`src/hw/debug_bridge_pkg.sv`:
```
package debug_bridge_pkg;
  // board clock and the fastest debug clock (divider field 00)
  localparam int CLK_HZ = 40_000_000;
  localparam int SCK_BASE_HZ = 10_000_000;
  localparam int HALF_W = 5;
  localparam logic [HALF_W-1:0] SCK_HALF_BASE =
    HALF_W'(CLK_HZ / (2 * SCK_BASE_HZ));
  localparam int BYTE_W = 8;
  localparam logic [2:0] LAST_BIT = 3'h7;
  localparam logic READY_LEVEL = 1'b0;

  // control / status byte layout
  localparam int CTRL_W = 5;
  localparam int DIV_LSB = 3;
  localparam int DIV_MSB = 4;
  localparam int STATREQ_BIT = 2;
  localparam int LOOPBACK_BIT = 1;
  localparam int ENTRY_BIT = 0;
  localparam logic [CTRL_W-1:0] CTRL_RESET = 5'h00;

  // synchronised pin vector layout
  localparam int PIN_POWER = 0;
  localparam int PIN_ENABLE_N = 1;
  localparam int PIN_SEL_LSB = 2;
  localparam int PIN_SEL_MSB = 4;
  localparam int PIN_DC = 5;
  localparam int PIN_REQ = 6;
  localparam int PIN_ACK = 7;
  localparam int PIN_SOFT = 8;
  localparam int PIN_HARD = 9;
  localparam int PIN_WRITE = 10;
  localparam int PIN_PRST = 11;
  localparam int PIN_DEBUG = 12;
  localparam int PIN_SDO = 13;
  localparam int PIN_DATA_LSB = 14;
  localparam int PIN_DATA_MSB = 21;
  localparam int PIN_W = 22;

  typedef enum logic [0:0] {
    HS_IDLE = 1'b0,
    HS_ACK = 1'b1
  } handshake_type;

  typedef enum logic [1:0] {
    SH_IDLE = 2'b00,
    SH_WAIT = 2'b01,
    SH_LOW = 2'b10,
    SH_HIGH = 2'b11
  } shift_type;
endpackage : debug_bridge_pkg

```
`src/hw/serial_debug_shifter.sv`:
```
`timescale 1ns/1ps
module serial_debug_shifter
  import debug_bridge_pkg::*;
(
  input wire logic clk_in,
  input wire logic reset_n_in,
  input wire logic start_in,
  input wire logic [BYTE_W-1:0] tx_byte_in,
  input wire logic [1:0] divider_in,
  input wire logic loopback_in,
  input wire logic abort_in,
  input wire logic serial_debug_out_in,
  output logic busy_out,
  output logic done_out,
  output logic cut_out,
  output logic [BYTE_W-1:0] rx_byte_out,
  output logic serial_debug_clock_out,
  output logic serial_debug_in_out
);
  typedef struct packed {
    shift_type state;
    logic [HALF_W-1:0] cnt;
    logic [2:0] bit_idx;
    logic [BYTE_W-1:0] tx;
    logic [BYTE_W-1:0] rx;
    logic sck;
    logic sdi;
    logic done;
    logic cut;
  } shifter_state_type;

  shifter_state_type st;
  shifter_state_type next_st;
  logic [HALF_W-1:0] half;
  logic in_bit;

  // half period of the debug clock from the divider field
  assign half = HALF_W'(SCK_HALF_BASE << divider_in);
  assign in_bit = loopback_in ? st.sdi : serial_debug_out_in;

  // bit engine: drive on falling edge, sample before it
  always_comb begin
    next_st = st;
    next_st.done = 1'b0;
    next_st.cut = 1'b0;
    case (st.state)
      SH_IDLE: begin
        if (start_in) begin
          next_st.tx = tx_byte_in;
          next_st.bit_idx = 3'h0;
          next_st.state = SH_WAIT;
        end
      end
      SH_WAIT: begin
        // hold off until the port shows ready; in loopback go at once
        if (loopback_in || serial_debug_out_in == READY_LEVEL) begin
          next_st.sdi = st.tx[BYTE_W-1];
          next_st.cnt = half - 5'h01;
          next_st.state = SH_LOW;
        end
      end
      SH_LOW: begin
        if (st.cnt == 5'h00) begin
          next_st.sck = 1'b1;
          next_st.cnt = half - 5'h01;
          next_st.state = SH_HIGH;
        end else begin
          next_st.cnt = st.cnt - 5'h01;
        end
      end
      SH_HIGH: begin
        if (st.cnt == 5'h00) begin
          next_st.rx = {st.rx[BYTE_W-2:0], in_bit};
          next_st.sck = 1'b0;
          if (st.bit_idx == LAST_BIT) begin
            next_st.done = 1'b1;
            next_st.state = SH_IDLE;
          end else begin
            next_st.bit_idx = st.bit_idx + 3'h1;
            next_st.tx = {st.tx[BYTE_W-2:0], 1'b0};
            next_st.sdi = st.tx[BYTE_W-2];
            next_st.cnt = half - 5'h01;
            next_st.state = SH_LOW;
          end
        end else begin
          next_st.cnt = st.cnt - 5'h01;
        end
      end
      default: next_st.state = SH_IDLE;
    endcase
    // a processor reset cuts a running byte
    if (abort_in && st.state != SH_IDLE) begin
      next_st.cut = 1'b1;
      next_st.done = 1'b0;
      next_st.sck = 1'b0;
      next_st.state = SH_IDLE;
    end
  end

  always_ff @(posedge clk_in or negedge reset_n_in) begin
    if (!reset_n_in) begin
      st <= '0;
    end else begin
      st <= next_st;
    end
  end

  assign busy_out = st.state != SH_IDLE;
  assign done_out = st.done;
  assign cut_out = st.cut;
  assign rx_byte_out = st.rx;
  assign serial_debug_clock_out = st.sck;
  assign serial_debug_in_out = st.sdi;

  // helper: length of the last high phase
  logic [HALF_W:0] hi_len;
  always_ff @(posedge clk_in or negedge reset_n_in) begin
    if (!reset_n_in) begin
      hi_len <= '0;
    end else if (st.sck) begin
      hi_len <= hi_len + 6'h01;
    end else begin
      hi_len <= '0;
    end
  end
endmodule : serial_debug_shifter

```
`src/hw/host_port_debug_serial_bridge.sv`:
```
`timescale 1ns/1ps
module host_port_debug_serial_bridge
  import debug_bridge_pkg::*;
#(
  parameter logic [2:0] BOARD_ADDRESS = 3'h0
)
(
  input wire logic clk_in,
  input wire logic reset_n_in,
  input wire logic host_power_sense_in,
  input wire logic host_enable_n_in,
  input wire logic [2:0] board_address_select_in,
  input wire logic data_control_select_in,
  input wire logic host_write_in,
  input wire logic host_request_in,
  input wire logic host_side_acknowledge_in,
  input wire logic host_soft_reset_request_in,
  input wire logic host_hard_reset_request_in,
  input wire logic [BYTE_W-1:0] parallel_data_bus_in,
  output logic [BYTE_W-1:0] parallel_data_bus_out,
  output logic parallel_data_bus_oe_n_out,
  output logic board_side_request_out,
  output logic board_side_acknowledge_out,
  output logic serial_debug_clock_out,
  output logic serial_debug_in_out,
  output logic serial_debug_in_oe_n_out,
  input wire logic serial_debug_out_in,
  input wire logic processor_in_reset_in,
  input wire logic processor_in_debug_in,
  output logic soft_reset_out,
  output logic soft_reset_oe_n_out,
  output logic hard_reset_out,
  output logic hard_reset_oe_n_out,
  output logic debug_entry_out
);
  typedef struct packed {
    logic [PIN_W-1:0] sync1;
    logic [PIN_W-1:0] sync2;
    handshake_type hs;
    logic [CTRL_W-1:0] ctrl;
    logic [BYTE_W-1:0] data;
    logic [BYTE_W-1:0] bus_out;
    logic bus_drive;
    logic start;
    logic rx_pending;
    logic tx_error;
    logic soft_rst;
    logic hard_rst;
  } bridge_state_type;

  bridge_state_type st;
  bridge_state_type next_st;
  logic [PIN_W-1:0] pins;
  logic [PIN_W-1:0] p;
  logic powered;
  logic selected;
  logic host_req;
  logic is_write;
  logic is_data;
  logic [BYTE_W-1:0] host_byte;
  logic [BYTE_W-1:0] status_byte;
  logic busy;
  logic done;
  logic cut;
  logic [BYTE_W-1:0] rx_byte;
  logic loopback;

  // every pin crosses two flip-flops before use
  assign pins = {parallel_data_bus_in, serial_debug_out_in,
                 processor_in_debug_in, processor_in_reset_in,
                 host_write_in, host_hard_reset_request_in,
                 host_soft_reset_request_in, host_side_acknowledge_in,
                 host_request_in, data_control_select_in,
                 board_address_select_in, host_enable_n_in,
                 host_power_sense_in};
  assign p = st.sync2;

  // board selection qualifiers
  assign powered = p[PIN_POWER];
  assign selected = powered && !p[PIN_ENABLE_N] &&
    p[PIN_SEL_MSB:PIN_SEL_LSB] == BOARD_ADDRESS;
  assign host_req = p[PIN_REQ];
  assign is_write = p[PIN_WRITE];
  assign is_data = p[PIN_DC];
  assign host_byte = p[PIN_DATA_MSB:PIN_DATA_LSB];
  assign status_byte = {p[PIN_PRST], st.tx_error, p[PIN_DEBUG], st.ctrl};
  assign loopback = !st.ctrl[LOOPBACK_BIT];

  // register file, handshake and reset requests
  always_comb begin
    next_st = st;
    next_st.sync1 = pins;
    next_st.sync2 = st.sync1;
    next_st.start = 1'b0;
    next_st.soft_rst = selected && p[PIN_SOFT];
    next_st.hard_rst = selected && p[PIN_HARD];
    // host acknowledge retires a pending receive request
    if (powered && p[PIN_ACK]) begin
      next_st.rx_pending = 1'b0;
    end
    case (st.hs)
      HS_IDLE: begin
        next_st.bus_drive = 1'b0;
        if (selected && host_req) begin
          if (!is_write) begin
            // read: data or control/status by the select line
            next_st.bus_out = is_data ? st.data : status_byte;
            next_st.bus_drive = 1'b1;
            if (is_data) begin
              next_st.rx_pending = 1'b0;
            end
            next_st.hs = HS_ACK;
          end else if (!is_data) begin
            next_st.ctrl = host_byte[CTRL_W-1:0];
            next_st.hs = HS_ACK;
          end else if (!busy && !done && !st.start) begin
            // data write launches a serial byte; not while rx lands
            next_st.data = host_byte;
            next_st.start = 1'b1;
            next_st.tx_error = 1'b0;
            next_st.hs = HS_ACK;
          end
        end
      end
      HS_ACK: begin
        // hold acknowledge until the host drops its request or the board is deselected
        if (!host_req || !selected) begin
          next_st.hs = HS_IDLE;
          next_st.bus_drive = 1'b0;
        end
      end
      default: next_st.hs = HS_IDLE;
    endcase
    // received byte returns to the data register; set wins
    if (done) begin
      next_st.data = rx_byte;
      next_st.rx_pending = 1'b1;
    end
    if (cut) begin
      next_st.tx_error = 1'b1;
    end
    // host powered off: drop every host-side action
    if (!powered) begin
      next_st.hs = HS_IDLE;
      next_st.bus_drive = 1'b0;
      next_st.start = 1'b0;
    end
  end

  always_ff @(posedge clk_in or negedge reset_n_in) begin
    if (!reset_n_in) begin
      st <= '0;
      st.ctrl <= CTRL_RESET;
    end else begin
      st <= next_st;
    end
  end

  serial_debug_shifter u_shifter (
    .clk_in(clk_in),
    .reset_n_in(reset_n_in),
    .start_in(st.start),
    .tx_byte_in(st.data),
    .divider_in(st.ctrl[DIV_MSB:DIV_LSB]),
    .loopback_in(loopback),
    .abort_in(p[PIN_PRST]),
    .serial_debug_out_in(p[PIN_SDO]),
    .busy_out(busy),
    .done_out(done),
    .cut_out(cut),
    .rx_byte_out(rx_byte),
    .serial_debug_clock_out(serial_debug_clock_out),
    .serial_debug_in_out(serial_debug_in_out)
  );

  // host-facing outputs
  assign parallel_data_bus_out = st.bus_out;
  assign parallel_data_bus_oe_n_out = !st.bus_drive;
  assign board_side_acknowledge_out = st.hs == HS_ACK;
  assign board_side_request_out = powered &&
    (!st.ctrl[STATREQ_BIT] || st.rx_pending);
  // processor-facing outputs; the two resets are open drain, pulled low when active
  assign serial_debug_in_oe_n_out = loopback;
  assign soft_reset_out = 1'b0;
  assign soft_reset_oe_n_out = !st.soft_rst;
  assign hard_reset_out = 1'b0;
  assign hard_reset_oe_n_out = !st.hard_rst;
  assign debug_entry_out = !st.ctrl[ENTRY_BIT];
endmodule : host_port_debug_serial_bridge

```
`config.mk`:
```
export PLATFORM = sky130hd
export DESIGN_NAME = host_port_debug_serial_bridge
export DESIGN_NICKNAME = d
export VERILOG_FILES = /design/src/hw/debug_bridge_pkg.sv /design/src/hw/serial_debug_shifter.sv /design/src/hw/host_port_debug_serial_bridge.sv
export SDC_FILE = /design/constraint.sdc
export NUM_CORES = 1
export LEC_CHECK = 0
export BUFFER_PORTS_ARGS = -buffer_cell sky130_fd_sc_hd__buf_2
export CAP_MARGIN = 25
export CORE_UTILIZATION = 36
export CTS_CLUSTER_SIZE = 16
export DETAILED_ROUTE_END_ITERATION = 8
export GPL_TIMING_DRIVEN = 0
export HOLD_SLACK_MARGIN = 0.06
export REMOVE_ABC_BUFFERS = 1
export SETUP_SLACK_MARGIN = 0.1
export SLEW_MARGIN = 20
export SYNTH_ARGS = -nofsm -noshare
export SYNTH_HDL_FRONTEND = slang
export SYNTH_HIERARCHICAL = 1
export SYNTH_SLANG_ARGS = --single-unit
```
`constraint.sdc`:
```
create_clock -name clk_in -period 2.4 [get_ports clk_in]
set_input_delay 0.36 -clock clk_in [delete_from_list [all_inputs] [get_ports clk_in]]
set_output_delay 0.36 -clock clk_in [all_outputs]
set_load 0.005 [all_outputs]
```
# == Word-level counts from Yosys, hierarchy flattened ==
# Cells that the tools add are included.
# word_totals
regBits,102
latchBits,0
ramBits,0
rom_bits,0
inputBits,24
output_inout_bits,19
wordCells,149
n_memories,0
# op_classes
addsub,3
n_mul,0
div,0
magnitude_cmp,0
n_eq_ne,16
shifts,1
mux,53
n_bitwise,4
reduce_logical,51
# op_table
cell,count
$mux 16,2
$mux 8,4
$mux 26,1
$mux 1,23
$mux 22,1
$pmux 11 s2,1
$reduce_bool 2->1,11
$reduce_and 4->1,4
$mux 5,3
$pmux 5 s3,1
$mux 2,7
$mux 13,1
$logic_not 1->1,12
$mux 11,1
$logic_and 1x1->1,10
$reduce_and 5->1,2
$sub 5x1->5 const B,2
$mux 9,1
$ne 3x1->1 const B,3
$reduce_and 3->1,3
$ne 2x1->1 const B,4
$pmux 1 s2,4
$pmux 2 s4,1
$mux 7,1
other kinds (16),25

# == Logic depth before layout (Yosys ltp) ==
# Gate-level depths: netlist (run 1).
# depth
depth_word,10
depth_mapped,8
depth_no_buf,6

# == Cells and area by module ==
# Netlist (run 1), hierarchy kept.
# modules_own_cells
mod,instances,cells_per_inst,area_each_um2,seq_area_each_um2
host_port_debug_serial_bridge,1,161,2496.1,1801.7
serial_debug_shifter,1,149,1541.5,750.7

# == Least setup slack after synthesis (run 1) ==
# Ideal clock, no wire load.
# synth_timing
kind,reg2reg
startpoint,register u_shifter/st[23] (netlist bit)
endpoint,register u_shifter.st (netlist bit u_shifter/rx_byte_out[1])
setup_ps,125
t_arrival_ps,1839
required_time_ps,2275
path_slack_ps,436
path_stages_with_launch,8
n_path_buf,2
period_less_slack_ps,1964
path_cell_list,dfrtp_1 -> inv_1 -> ha_1 -> or4b_1 -> buf_6 -> nor2_8 -> buf_4 -> mux2_2
# synth_between
elab_chain_len,2
# synth_lines
item,line_no,rtl
start: declaration,serial_debug_shifter.sv:32,shifter_state_type st;
start signal: assignment,serial_debug_shifter.sv:104,st <= next_st;
$logic_not 5->1,serial_debug_shifter.sv:72,if (st.cnt == 5'h00) begin
$reduce_and 2->1 (no line),n/a,
# Every way passes these cells.
# A chain may end at the register's enable or synchronous reset.

# == Worst setup path in the final report (run 1) ==
# layout_timing
startpoint,register u_shifter/st[23] (netlist bit)
endpoint,register u_shifter/st[26] (netlist bit)
# layout_between
elab_chain_len,3
word_cells_on_any_way,7
classes_between,1 x add/sub; 1 x eq/ne; 3 x mux; 2 x reduce/logical
# layout_lines
item,line_no
$sub 5x1->5 or $logic_not 5->1 (tied branches),n/a
$mux 5 (tied with other cells),serial_debug_shifter.sv:72
$pmux 5 s3 or $reduce_and 3->1 (tied branches),n/a
# Several ways; a longest one is shown, not always the timed one.

==> load_flow_metrics.sql, run 1 <==
INSERT INTO impl_metrics (metric_group, metric, value, unit) VALUES
('outcome', 'outcome', 'finished clean', ''),
('clock_network', 'clk_root_buffer_cell', 'sky130_fd_sc_hd__clkbuf_8', ''),
('place', 'gp_congestion', '0.758', ''),
('setup_path', 'worstSetupPathType', 'reg2reg', ''),
('place', 'post_dp_cell_area', '4240', 'um2'),
('final_layout', 'nNetsFinal', '380', ''),
('die', 'fp.dieH', '108', 'um'),
('timing', 'fmax', '447', 'MHz'),
('grt', 'number_of_antenna_violations_at_the_first_check_in_global_routing', '0', ''),
('grt', 'grt_overflow', '0', ''),
('timing', 'slew_headroom', '61.5', '%'),
('min_path', 'min_path_type', 'in2reg', ''),
('setup_path', 'kind_of_launch_point_of_the_worst_setup_path', 'flip-flop', ''),
('logic_synthesis', 'syn-instance-count', '310', ''),
('logic_synthesis', 'sequential_cell_area_fraction_in_the_yosys_report', '63.2', '%'),
('timing', 'rsz0062_at_grt', 'true', ''),
('setup_path', 'timing.critical_path.arrival', '2.50', 'ns'),
('route', 'drt-initial-drc-count', '115', ''),
('grt', 'grt_start_max_net_pins', '72', ''),
('route', 'via_count', '2350', ''),
('route', 'route.final.wire_length', '6880', 'um'),
('clock_network', 'path_clk_slew', '0.10', 'ns'),
('logic_synthesis', 'syn-cell-area', '4040', 'um2'),
('clock_network', 'tritoncts.num_buffers', '9', ''),
('job', 'cap_viol_max_count', '0', ''),
('clock_network', 'clock_tree.htree_level_count', '3', ''),
('clock_network', 'max-clock-path-buffers', '2', ''),
('timing', 'postLayoutSetupSlackWorst', '0.162', 'ns'),
('final_layout', 'n_antenna_cell', '0', ''),
('logic_synthesis', 'postSynth.asyncResetShare', '100', '%'),
('setup_path', 'crit_required', '2.66', 'ns'),
('grt', 'number_of_global_route_vias_before_repair', '2311', ''),
('die', 'floorplan.core_area', '10900', 'um2'),
('logic_synthesis', 'yosys_warnings', '6', ''),
('timing', 'finalSetupViolCount', '0', ''),
('die', 'total_die_area', '11600', 'um2'),
('place', 'io_buffers', '40', ''),
('final_layout', 'fin_util', '42.6', '%'),
('power', 'p_leak', '2.20', 'nW'),
('timing', 'hold_viol_final', '0', ''),
('logic_synthesis', 'synth_cell_types', '48', ''),
('die', 'fp.dieW', '108', 'um'),
('place', 'dp.final_hpwl', '4650', 'um'),
('final_layout', 'design_area', '4640', 'um2'),
('final_layout', 'drive_above_1_share', '28.8', '%'),
('logic_synthesis', 'synth.ff_latch_count', '102', ''),
('timing', 'worst-slew-pin-transition', '0.577', 'ns'),
('route', 'drt_first_pass_iters', '4', ''),
('final_layout', 'area_growth_syn_to_layout', '14.9', '%'),
('logic_synthesis', 'post_synth.cell_area_avg', '13.0', 'um2'),
('logic_synthesis', 'synth_area_leaders', 'sky130_fd_sc_hd__dfrtp_1 (63%), sky130_fd_sc_hd__mux2_2 (6.7%), sky130_fd_sc_hd__buf_4 (3.7%)', ''),
('logic_synthesis', 'yosys.area.top_type_share', '63.2', '%'),
('clock_network', 'cts.sink_count', '102', ''),
('timing', 'post-route-period-util', '93.2', '%'),
('logic_synthesis', 'synthFlopType', 'sky130_fd_sc_hd__dfrtp_1', ''),
('place', 'placement_setup_slack', '-0.0923', 'ns'),
('power', 'worst_ir_drop_vdd', '0.295', 'mV'),
('timing', 'finalMaxSlewViolations', '0', ''),
('logic_synthesis', 'synth_enable_flop_cells', '0', ''),
('grt', 'wire_length_of_the_first_global_routing_pass', '11500', 'um'),
('setup_path', 'path_max_fanout', '16', ''),
('route', 'avgRoutedWirePerCell', '13.8', 'um'),
('power', 'pwr_density_cell', '714', 'nW/um2'),
('die', 'pin_count', '43', ''),
('route', 'drt_via_density', '4.72', ''),
('timing', 'min_period', '2.24', 'ns'),
('die', 'start_util', '37.1', '%'),
('clock_network', 'insertion_delay', '0.38', 'ns'),
('power', 'report.power.total', '3.31', 'mW'),
('grt', 'grtUsageTotal', '13.3', '%'),
('die', 'placement_rows', '38', ''),
('clock_network', 'tritoncts', 'done', ''),
('route', 'drc', '0', ''),
('logic_synthesis', 'synth_largest_area_cell', 'sky130_fd_sc_hd__dfrtp_1', ''),
('route', 'antenna_violating_nets_post_route', '0', ''),
('setup_path', 'worstSetupEndpointType', 'flip-flop', ''),
('timing', 'clock-skew-final', '0.0147', 'ns');
-- registers in the layout, indices dropped and copies added (netlist names) --
signal and flops:
u_shifter/done_out 1, p 22, board_side_acknowledge_out 1, u_shifter/rx_byte_out 8, st 19, u_shifter/st 18
u_shifter/serial_debug_clock_out 1, next_st 22, u_shifter/cut_out 1, u_shifter/serial_debug_in_out 1, parallel_data_bus_out 8
-- metrics by stage --
step | setup TNS, ns | std cells | hold slack [ns]
floorplan | 0 | 281 | 0.0644
global placement | -7.73 | 461 | 0.332
detailed placement | -0.558 | 462 | 0.260
CTS | 0 | 482 | 0.0664
global route | 0 | 498 | 0.0618
finish | 0 | 498 | 0.0909
-- path summary, 6_finish.rpt --
| kind | cells after the start | slack, ns | from | end |
|---|---|---|---|---|
| worst max-delay path | 6 | 0.16 | u_shifter/st[23] | u_shifter/st[26] |
| worst min-delay path | 1 | 0.09 | parallel_data_bus_in[3] | next_st[45] |
| worst max register to register | 6 | 0.16 | u_shifter/st[23] | u_shifter/st[26] |
| worst min register to register | 0 | 0.35 | next_st[38] | p[10] |
| max in group asynchronous | 3 | 1.34 | reset_n_in | u_shifter/st[29] |
| min in group asynchronous | 2 | 0.42 | reset_n_in | next_st[30] |
-- cells in the mapped netlist, drive strengths merged (4+ instances only) --
library cell and number:
nand4 7, nor2 18, mux2 29, mux2i 10, inv 14, a31oi 6, buf 24, clkbuf 6
nand2 22, a21oi 8, dfrtp 102, nand3 4, o21ai 17
-- cell families (layout without fill, tap and decap cells) --
family	Yosys count	count (layout)	synth area share, %
simple gates	74	74	10.5
mux	39	39	11.0
other cells	1	2	0.0929
xor+xnor	1	1	0.217
fa+ha+maj	3	3	0.930
flops	102	102	63.2
buf+inv	44	91	6.54
compound gates	46	46	7.44
-- cell type report --
cell class	count	area (um2)
Tap cell	140	175
Clock inverter	6	62.6
Inverter	14	52.6
Clock buffer	10	128
Timing Repair Buffer	61	427
Sequential cell	102	2550
Fill cell	999	6250
Multi-Input combinational cell	165	1240
-- worst max-delay path, cell delays in order (launching register included) --
cell	delay [ns]
sky130_fd_sc_hd__dfrtp_1	0.41
sky130_fd_sc_hd__inv_1	0.07
sky130_fd_sc_hd__ha_1	0.20
sky130_fd_sc_hd__or4b_4	0.60
sky130_fd_sc_hd__nor2_8	0.28
sky130_fd_sc_hd__a21oi_1	0.20
sky130_fd_sc_hd__a221o_1	0.36
-- timing repair --
item,CTS,global route
buffers inserted,3,0
resized for setup,2,2
endpoints found under the setup margin,12,9
hold buffers,1,16
pin swaps,1,1
endpoints found under the hold margin,31,16
-- layer usage --
metal  track usage, %  wire length [um]  up-vias
met5                0                 0        -
met4             5.48               124        0
met3             4.00               193        9
met2             21.0              3400       36
met1             17.0              3160     1172
li1                 -                 -     1133
-- cell usage in the layout, fill, tap and decap left out, types with 2 or more instances in the layout --
cell,count
sky130_fd_sc_hd__ha_1,3
sky130_fd_sc_hd__a21oi_1,8
sky130_fd_sc_hd__nand2_1,20
sky130_fd_sc_hd__a22oi_1,2
sky130_fd_sc_hd__conb_1,2
sky130_fd_sc_hd__a221o_1,2
sky130_fd_sc_hd__nor2b_1,3
sky130_fd_sc_hd__buf_2,39
sky130_fd_sc_hd__dlygate4sd3_1,17
sky130_fd_sc_hd__or4b_4,2
sky130_fd_sc_hd__nand2_2,2
sky130_fd_sc_hd__a21boi_0,2
sky130_fd_sc_hd__o31ai_1,2
sky130_fd_sc_hd__mux2_4,5
sky130_fd_sc_hd__a31oi_1,6
sky130_fd_sc_hd__and2_1,3
sky130_fd_sc_hd__dfrtp_1,101
sky130_fd_sc_hd__nand2b_1,2
sky130_fd_sc_hd__nor3_1,3
sky130_fd_sc_hd__buf_4,3
sky130_fd_sc_hd__o21ai_0,17
sky130_fd_sc_hd__mux2i_1,10
sky130_fd_sc_hd__nand3_1,4
sky130_fd_sc_hd__nand4_1,6
sky130_fd_sc_hd__or3_2,2
sky130_fd_sc_hd__inv_6,3
sky130_fd_sc_hd__inv_1,14
sky130_fd_sc_hd__nor4b_4,2
sky130_fd_sc_hd__nor2_1,17
sky130_fd_sc_hd__mux2_2,24
sky130_fd_sc_hd__clkbuf_8,9
-- report_power, final --
part,switching [mW],total (mW),internal [mW]
Combinational,0.199,0.379,0.180
Clock,0.628,1.03,0.407
Sequential,0.0795,1.90,1.82
Power figures use the tool's default switching activity.
==> inputs of run 2 (changes only) <==
--- a/config.mk
+++ b/config.mk
@@ -12,6 +12,7 @@
 export DETAILED_ROUTE_END_ITERATION = 8
 export GPL_TIMING_DRIVEN = 0
 export HOLD_SLACK_MARGIN = 0.06
+export PLACE_DENSITY = 0.5
 export REMOVE_ABC_BUFFERS = 1
 export SETUP_SLACK_MARGIN = 0.1
 export SLEW_MARGIN = 20
==> run 2 against run 1 <==
Cell count rose by 0.40%. Fmax increased by 1.5%. Clock power is 5% higher. First-iteration DRC count increased by 2.6%. Power up 1.4%. Largest cell class unchanged. Largest power group unchanged. Highest routed layer unchanged.
==> load_flow_metrics.sql, run 2 (synthesis gave the netlist of run 1 again) <==
INSERT INTO impl_metrics (metric_group, metric, value, unit) VALUES
('setup_path', 'kind_of_launch_point_of_the_worst_setup_path', 'flip-flop', ''),
('route', 'drt_via_density', '4.66', ''),
('timing', 'worst-slew-pin-transition', '0.597', 'ns'),
('final_layout', 'area_growth_syn_to_layout', '15.4', '%'),
('clock_network', 'tritoncts', 'done', ''),
('setup_path', 'crit_required', '2.66', 'ns'),
('timing', 'rsz0062_at_grt', 'true', ''),
('grt', 'number_of_antenna_violations_at_the_first_check_in_global_routing', '0', ''),
('min_path', 'min_path_type', 'in2reg', ''),
('timing', 'clock-skew-final', '0.00963', 'ns'),
('clock_network', 'path_clk_slew', '0.11', 'ns'),
('die', 'fp.dieW', '108', 'um'),
('setup_path', 'critical_path.slowest_cell', 'sky130_fd_sc_hd__dfrtp_1', ''),
('min_path', 'worstHoldEndpoint', 'next_st[40]', ''),
('setup_path', 'cpPeakStageDelay', '0.62', 'ns'),
('clock_network', 'clk_root_buffer_cell', 'sky130_fd_sc_hd__clkbuf_8', ''),
('grt', 'grt_overflow', '0', ''),
('setup_path', 'worst-r2r-cell-count', '5', ''),
('timing', 'slew_headroom', '60.2', '%'),
('die', 'placement_rows', '38', ''),
('setup_path', 'reg2reg_slack', '0.19', 'ns'),
('final_layout', 'leading_cell_type_in_the_layout_fill_and_taps_excluded', 'sky130_fd_sc_hd__dfrtp_1', ''),
('power', 'worst_ir_drop_vdd', '0.292', 'mV'),
('die', 'start_util', '37.1', '%'),
('setup_path', 'r2r_start', 'u_shifter/st[29]', ''),
('final_layout', 'fin_util', '42.8', '%'),
('final_layout', 'nNetsFinal', '382', ''),
('clock_network', 'clock_tree.htree_level_count', '3', ''),
('die', 'pin_count', '43', ''),
('setup_path', 'worst-path-buf-inv', '0', ''),
('setup_path', 'worst_path_dominant_cell_family', 'simple AND/OR/NAND/NOR gates', ''),
('clock_network', 'max-clock-path-buffers', '2', ''),
('final_layout', 'fill_cells', '1038', ''),
('min_path', 'hp-start', 'processor_in_debug_in', ''),
('place', 'post_dp_cell_area', '4240', 'um2'),
('setup_path', 'timing.rr.end', 'st[18]', ''),
('setup_path', 'timing.critical_path.mode_cell', 'sky130_fd_sc_hd__mux2_2', ''),
('final_layout', 'n_antenna_cell', '0', ''),
('setup_path', 'timing.critical_path.arrival', '2.47', 'ns'),
('power', 'p_leak', '2.21', 'nW'),
('die', 'fp.dieH', '108', 'um'),
('route', 'drt-initial-drc-count', '118', ''),
('outcome', 'outcome', 'finished clean', ''),
('route', 'drc', '0', ''),
('timing', 'postLayoutSetupSlackWorst', '0.194', 'ns'),
('setup_path', 'worstSetupPathType', 'reg2reg', ''),
('grt', 'grt_start_max_net_pins', '58', ''),
('place', 'io_buffers', '40', ''),
('job', 'cap_viol_max_count', '0', ''),
('timing', 'finalSetupViolCount', '0', ''),
('timing', 'final.setup.tns', '0', 'ns'),
('die', 'floorplan.core_area', '10900', 'um2'),
('timing', 'fmax', '453', 'MHz'),
('clock_network', 'cts.sink_count', '102', ''),
('min_path', 'timing.hold.worst_path_depth', '1', ''),
('timing', 'min_period', '2.21', 'ns'),
('final_layout', 'drive_above_1_share', '29.7', '%'),
('setup_path', 'startpoint', 'u_shifter/st[29]', ''),
('grt', 'grtUsageTotal', '14.0', '%'),
('route', 'avgRoutedWirePerCell', '14.6', 'um'),
('die', 'total_die_area', '11600', 'um2'),
('grt', 'wire_length_of_the_first_global_routing_pass', '12000', 'um'),
('timing', 'hold_viol_final', '0', ''),
('setup_path', 'path_max_fanout', '19', ''),
('timing', 'post-route-period-util', '91.9', '%'),
('timing', 'hold_slack', '0.0816', 'ns'),
('clock_network', 'insertion_delay', '0.38', 'ns'),
('route', 'antenna_violating_nets_post_route', '0', ''),
('timing', 'finalMaxSlewViolations', '0', ''),
('final_layout', 'layout.cells.most_common_list', 'sky130_fd_sc_hd__dfrtp_1 (102), sky130_fd_sc_hd__buf_2 (39), sky130_fd_sc_hd__mux2_2 (24), sky130_fd_sc_hd__nand2_1 (20)', ''),
('place', 'placement_setup_slack', '-0.0831', 'ns'),
('setup_path', 'worstSetupEndpointType', 'flip-flop', ''),
('power', 'pwr_density_cell', '721', 'nW/um2'),
('setup_path', 'ordered_list_of_cells_on_the_worst_path', 'or2_2 -> nor2_1 -> nand4_4 -> mux2_2 -> mux2_2', ''),
('route', 'drt_first_pass_iters', '4', ''),
('final_layout', 'design_area', '4660', 'um2'),
('place', 'gp_congestion', '0.725', ''),
('clock_network', 'tritoncts.num_buffers', '9', ''),
('route', 'via_count', '2330', ''),
('grt', 'number_of_global_route_vias_before_repair', '2346', ''),
('place', 'dp.final_hpwl', '4790', 'um'),
('route', 'route.final.wire_length', '7310', 'um');
run 2: worst max-delay path by stage:
stage / end / slack, ns / depth (start not counted)
finish: st[18] / 0.19 / 5
global route: st[18] / 0.09 / 5
CTS: u_shifter/st[26] / 0.08 / 4
detailed placement: u_shifter/st[13] / -0.08 / 5
global placement: u_shifter/st[24] / -0.12 / 1
floorplan: u_shifter/st[26] / 0.26 / 6
run 2: report_power, final:
part	total [mW]	internal (mW)	switching, mW
logic	0.375	0.178	0.197
registers	1.90	1.82	0.0844
clock network	1.08	0.412	0.666
total	3.36	2.41	0.948
run 2: final cells by class:
type                       count  area, um2  area share, %
clock buffer                   9        124           2.66
clock inverter                 7       70.1           1.50
inverter                      14       52.6           1.13
multi-input combinational    165       1250           26.8
sequential                   102       2550           54.8
tap                          140        175           3.76
timing repair buffer          63        437           9.37
run 2: worst register-to-register path, stage by stage, from the launching register on:
cell and delay, ns:
sky130_fd_sc_hd__dfrtp_1 0.62, sky130_fd_sc_hd__or2_2 0.44, sky130_fd_sc_hd__nor2_1 0.20, sky130_fd_sc_hd__nand4_4 0.24
sky130_fd_sc_hd__mux2_2 0.36, sky130_fd_sc_hd__mux2_2 0.25
run 2: repair_timing:
action | in CTS | in global routing
endpoints found under the hold margin | 45 | 14
hold buffers | 1 | 14
pin swaps | 1 | 1
setup buffers | 3 | 4
resized for setup | 2 | 2
endpoints found under the setup margin | 24 | 5
run 2: layer usage:
| layer | vias to the layer above | global-route usage, % | part of all wire (%) |
|---|---|---|---|
| li1 | 1137 | - | - |
| met5 | - | 0 | 0 |
| met2 | 31 | 22.6 | 50 |
| met3 | 10 | 3.33 | 2.8 |
| met1 | 1152 | 17.7 | 46 |
| met4 | 0 | 6.56 | 1.7 |
run 2: per-stage QoR:
step / total power [mW] / instances
2_1_floorplan: 2.13 / 281
3_3_place_gp: 2.26 / 461
3_5_place_dp: 2.28 / 462
4_1_cts: 3.37 / 482
5_1_grt: 3.53 / 500
6_report: 3.36 / 500
==> inputs of run 3 (changes only) <==
--- a/config.mk
+++ b/config.mk
@@ -7,6 +7,7 @@
 export LEC_CHECK = 0
 export BUFFER_PORTS_ARGS = -buffer_cell sky130_fd_sc_hd__buf_2
 export CAP_MARGIN = 25
+export CORE_MARGIN = 2
 export CORE_UTILIZATION = 36
 export CTS_CLUSTER_SIZE = 16
 export DETAILED_ROUTE_END_ITERATION = 8
@@ -15,7 +16,6 @@
 export PLACE_DENSITY = 0.5
 export REMOVE_ABC_BUFFERS = 1
 export SETUP_SLACK_MARGIN = 0.1
-export SLEW_MARGIN = 20
 export SYNTH_ARGS = -nofsm -noshare
 export SYNTH_HDL_FRONTEND = slang
 export SYNTH_HIERARCHICAL = 1
==> run 3 against run 2 <==
Design area fell by 2.5%. Critical path depth did not move. Sequential cell count did not move. Die area rose by 3.7%. Hold slack improved by 0.0075 ns. Clock skew barely moved. Via count fell by 1.0%. Worst setup slack improved by 0.017 ns. Wire length fell by 2.8%. Clock power rose by 12%.
==> load_flow_metrics.sql, run 3 (synthesis gave the netlist of run 1 again) <==
INSERT INTO impl_metrics (metric_group, metric, value, unit) VALUES
('outcome', 'outcome', 'finished clean', ''),
('die', 'fp.dieW', '110', 'um'),
('clock_network', 'cts.sink_count', '102', ''),
('route', 'route.final.wire_length', '7110', 'um'),
('final_layout', 'layout.cells.most_common_list', 'sky130_fd_sc_hd__dfrtp_1 (102), sky130_fd_sc_hd__buf_2 (39), sky130_fd_sc_hd__mux2_2 (24), sky130_fd_sc_hd__nand2_1 (20)', ''),
('place', 'dp.final_hpwl', '4880', 'um'),
('setup_path', 'worstSetupEndpointType', 'flip-flop', ''),
('timing', 'worst-slew-pin-transition', '0.685', 'ns'),
('die', 'placement_rows', '38', ''),
('clock_network', 'insertion_delay', '0.37', 'ns'),
('setup_path', 'worst_path_dominant_cell_family', 'simple AND/OR/NAND/NOR gates', ''),
('timing', 'clock-skew-final', '0.00914', 'ns'),
('route', 'drt-initial-drc-count', '54', ''),
('die', 'floorplan.core_area', '10900', 'um2'),
('clock_network', 'max-clock-path-buffers', '2', ''),
('setup_path', 'critical_path.slowest_cell', 'sky130_fd_sc_hd__dfrtp_1', ''),
('route', 'drt_first_pass_iters', '4', ''),
('timing', 'rsz0062_at_grt', 'false', ''),
('clock_network', 'clock_tree.htree_level_count', '3', ''),
('grt', 'wire_length_of_the_first_global_routing_pass', '11700', 'um'),
('final_layout', 'leading_cell_type_in_the_layout_fill_and_taps_excluded', 'sky130_fd_sc_hd__dfrtp_1', ''),
('setup_path', 'r2r_start', 'u_shifter/st[29]', ''),
('die', 'start_util', '37.1', '%'),
('clock_network', 'tritoncts.num_buffers', '9', ''),
('setup_path', 'worst-path-buf-inv', '0', ''),
('setup_path', 'cpPeakStageDelay', '0.60', 'ns'),
('power', 'worst_ir_drop_vdd', '0.377', 'mV'),
('power', 'pwr_density_cell', '765', 'nW/um2'),
('setup_path', 'timing.critical_path.mode_cell', 'sky130_fd_sc_hd__mux2_2', ''),
('route', 'via_count', '2306', ''),
('final_layout', 'area_growth_syn_to_layout', '12.5', '%'),
('grt', 'grt_overflow', '0', ''),
('timing', 'finalSetupViolCount', '0', ''),
('power', 'report.power.total', '3.48', 'mW'),
('place', 'io_buffers', '40', ''),
('timing', 'post-route-period-util', '91.2', '%'),
('timing', 'final.setup.tns', '0', 'ns'),
('grt', 'number_of_antenna_violations_at_the_first_check_in_global_routing', '0', ''),
('setup_path', 'path_max_fanout', '19', ''),
('setup_path', 'crit_required', '2.65', 'ns'),
('timing', 'fmax', '457', 'MHz'),
('route', 'drt_via_density', '4.75', ''),
('clock_network', 'tritoncts', 'done', ''),
('timing', 'slew_headroom', '54.4', '%'),
('min_path', 'hp-start', 'parallel_data_bus_in[4]', ''),
('grt', 'grtUsageTotal', '13.1', '%'),
('final_layout', 'n_antenna_cell', '0', ''),
('setup_path', 'startpoint', 'u_shifter/st[29]', ''),
('timing', 'hold_viol_final', '0', ''),
('grt', 'number_of_global_route_vias_before_repair', '2292', ''),
('setup_path', 'worstSetupPathType', 'reg2reg', ''),
('die', 'fp.dieH', '110', 'um'),
('clock_network', 'path_clk_slew', '0.10', 'ns'),
('die', 'pin_count', '43', ''),
('final_layout', 'drive_above_1_share', '30.4', '%'),
('route', 'avgRoutedWirePerCell', '14.6', 'um'),
('place', 'gp_congestion', '0.733', ''),
('die', 'total_die_area', '12100', 'um2'),
('timing', 'min_period', '2.19', 'ns'),
('final_layout', 'nNetsFinal', '367', ''),
('setup_path', 'kind_of_launch_point_of_the_worst_setup_path', 'flip-flop', ''),
('min_path', 'min_path_type', 'in2reg', ''),
('timing', 'finalMaxSlewViolations', '0', ''),
('route', 'drc', '0', ''),
('timing', 'hold_slack', '0.0890', 'ns'),
('job', 'cap_viol_max_count', '0', ''),
('power', 'p_leak', '2.17', 'nW'),
('route', 'antenna_violating_nets_post_route', '0', ''),
('setup_path', 'timing.critical_path.arrival', '2.44', 'ns'),
('setup_path', 'ordered_list_of_cells_on_the_worst_path', 'or2_2 -> nor2_1 -> nand4_4 -> mux2_2 -> mux2_2', ''),
('clock_network', 'clk_root_buffer_cell', 'sky130_fd_sc_hd__clkbuf_8', ''),
('grt', 'grt_start_max_net_pins', '54', '');
==> run 3: cell types whose count changed in the layout (fill, tap and decap cells not counted) <==
cell / previous run / this run
sky130_fd_sc_hd__clkinv_2: 0 / 1
sky130_fd_sc_hd__inv_8: 4 / 1
sky130_fd_sc_hd__dlygate4sd3_1: 15 / 2
sky130_fd_sc_hd__clkinvlp_4: 1 / 0
sky130_fd_sc_hd__buf_4: 7 / 6
sky130_fd_sc_hd__buf_6: 1 / 0
sky130_fd_sc_hd__inv_6: 1 / 2
sky130_fd_sc_hd__bufinv_16: 0 / 2
==> run 3: where the power goes <==
group	internal, mW	switching (mW)	total (mW)	leakage [nW]
combinational	0.164	0.198	0.362	0.742
clock	0.602	0.612	1.21	0.116
sequential	1.82	0.0810	1.90	1.31
total	2.59	0.891	3.48	2.17
==> run 3: path summary, 6_finish.rpt <==
kind,endpoint,slack [ns],cells after the start
worst max-delay path,st[18],0.21,5
worst min-delay path,next_st[46],0.09,1
worst max register to register,st[18],0.21,5
worst min register to register,p[19],0.36,0
max in group asynchronous,parallel_data_bus_out[3],1.15,3
min in group asynchronous,next_st[31],0.57,2
==> run 3: metrics by stage <==
step / cells / worst slack (ns) / cell area (um2) / utilization (%)
after global placement: 461 / -0.124 / 4210 / 38.6
after global routing: 485 / 0.125 / 4540 / 41.7
final: 485 / 0.211 / 4540 / 41.7
after floorplan: 281 / 0.255 / 3830 / -
after CTS: 482 / 0.105 / 4510 / 41.4
after detailed placement: 462 / -0.102 / 4240 / 38.9
==> run 3: repair_timing <==
action / CTS / global route
endpoints found under the setup margin: 13 / 2
hold endpoints to repair: 49 / 1
gates resized for setup: 2 / 2
pin swaps: 1 / 1
buffers inserted: 3 / 2
hold buffers: 1 / 1
==> run 3: per-layer routing <==
metal  routed length (um)  vias to the layer above  global-route usage (%)
met4                  103                        0                    5.15
met3                  207                        8                    3.20
met5                    0                        -                       0
li1                     -                     1106                       -
met1                 3260                     1158                    17.3
met2                 3530                       34                    20.9
==> run 3: final cells by class <==
type	count	area, um2
Clock inverter	7	103
Multi-Input combinational cell	165	1250
Fill cell	1014	6340
Timing Repair Buffer	48	288
Inverter	14	52.6
Tap cell	140	175
Clock buffer	9	124
Sequential cell	102	2550
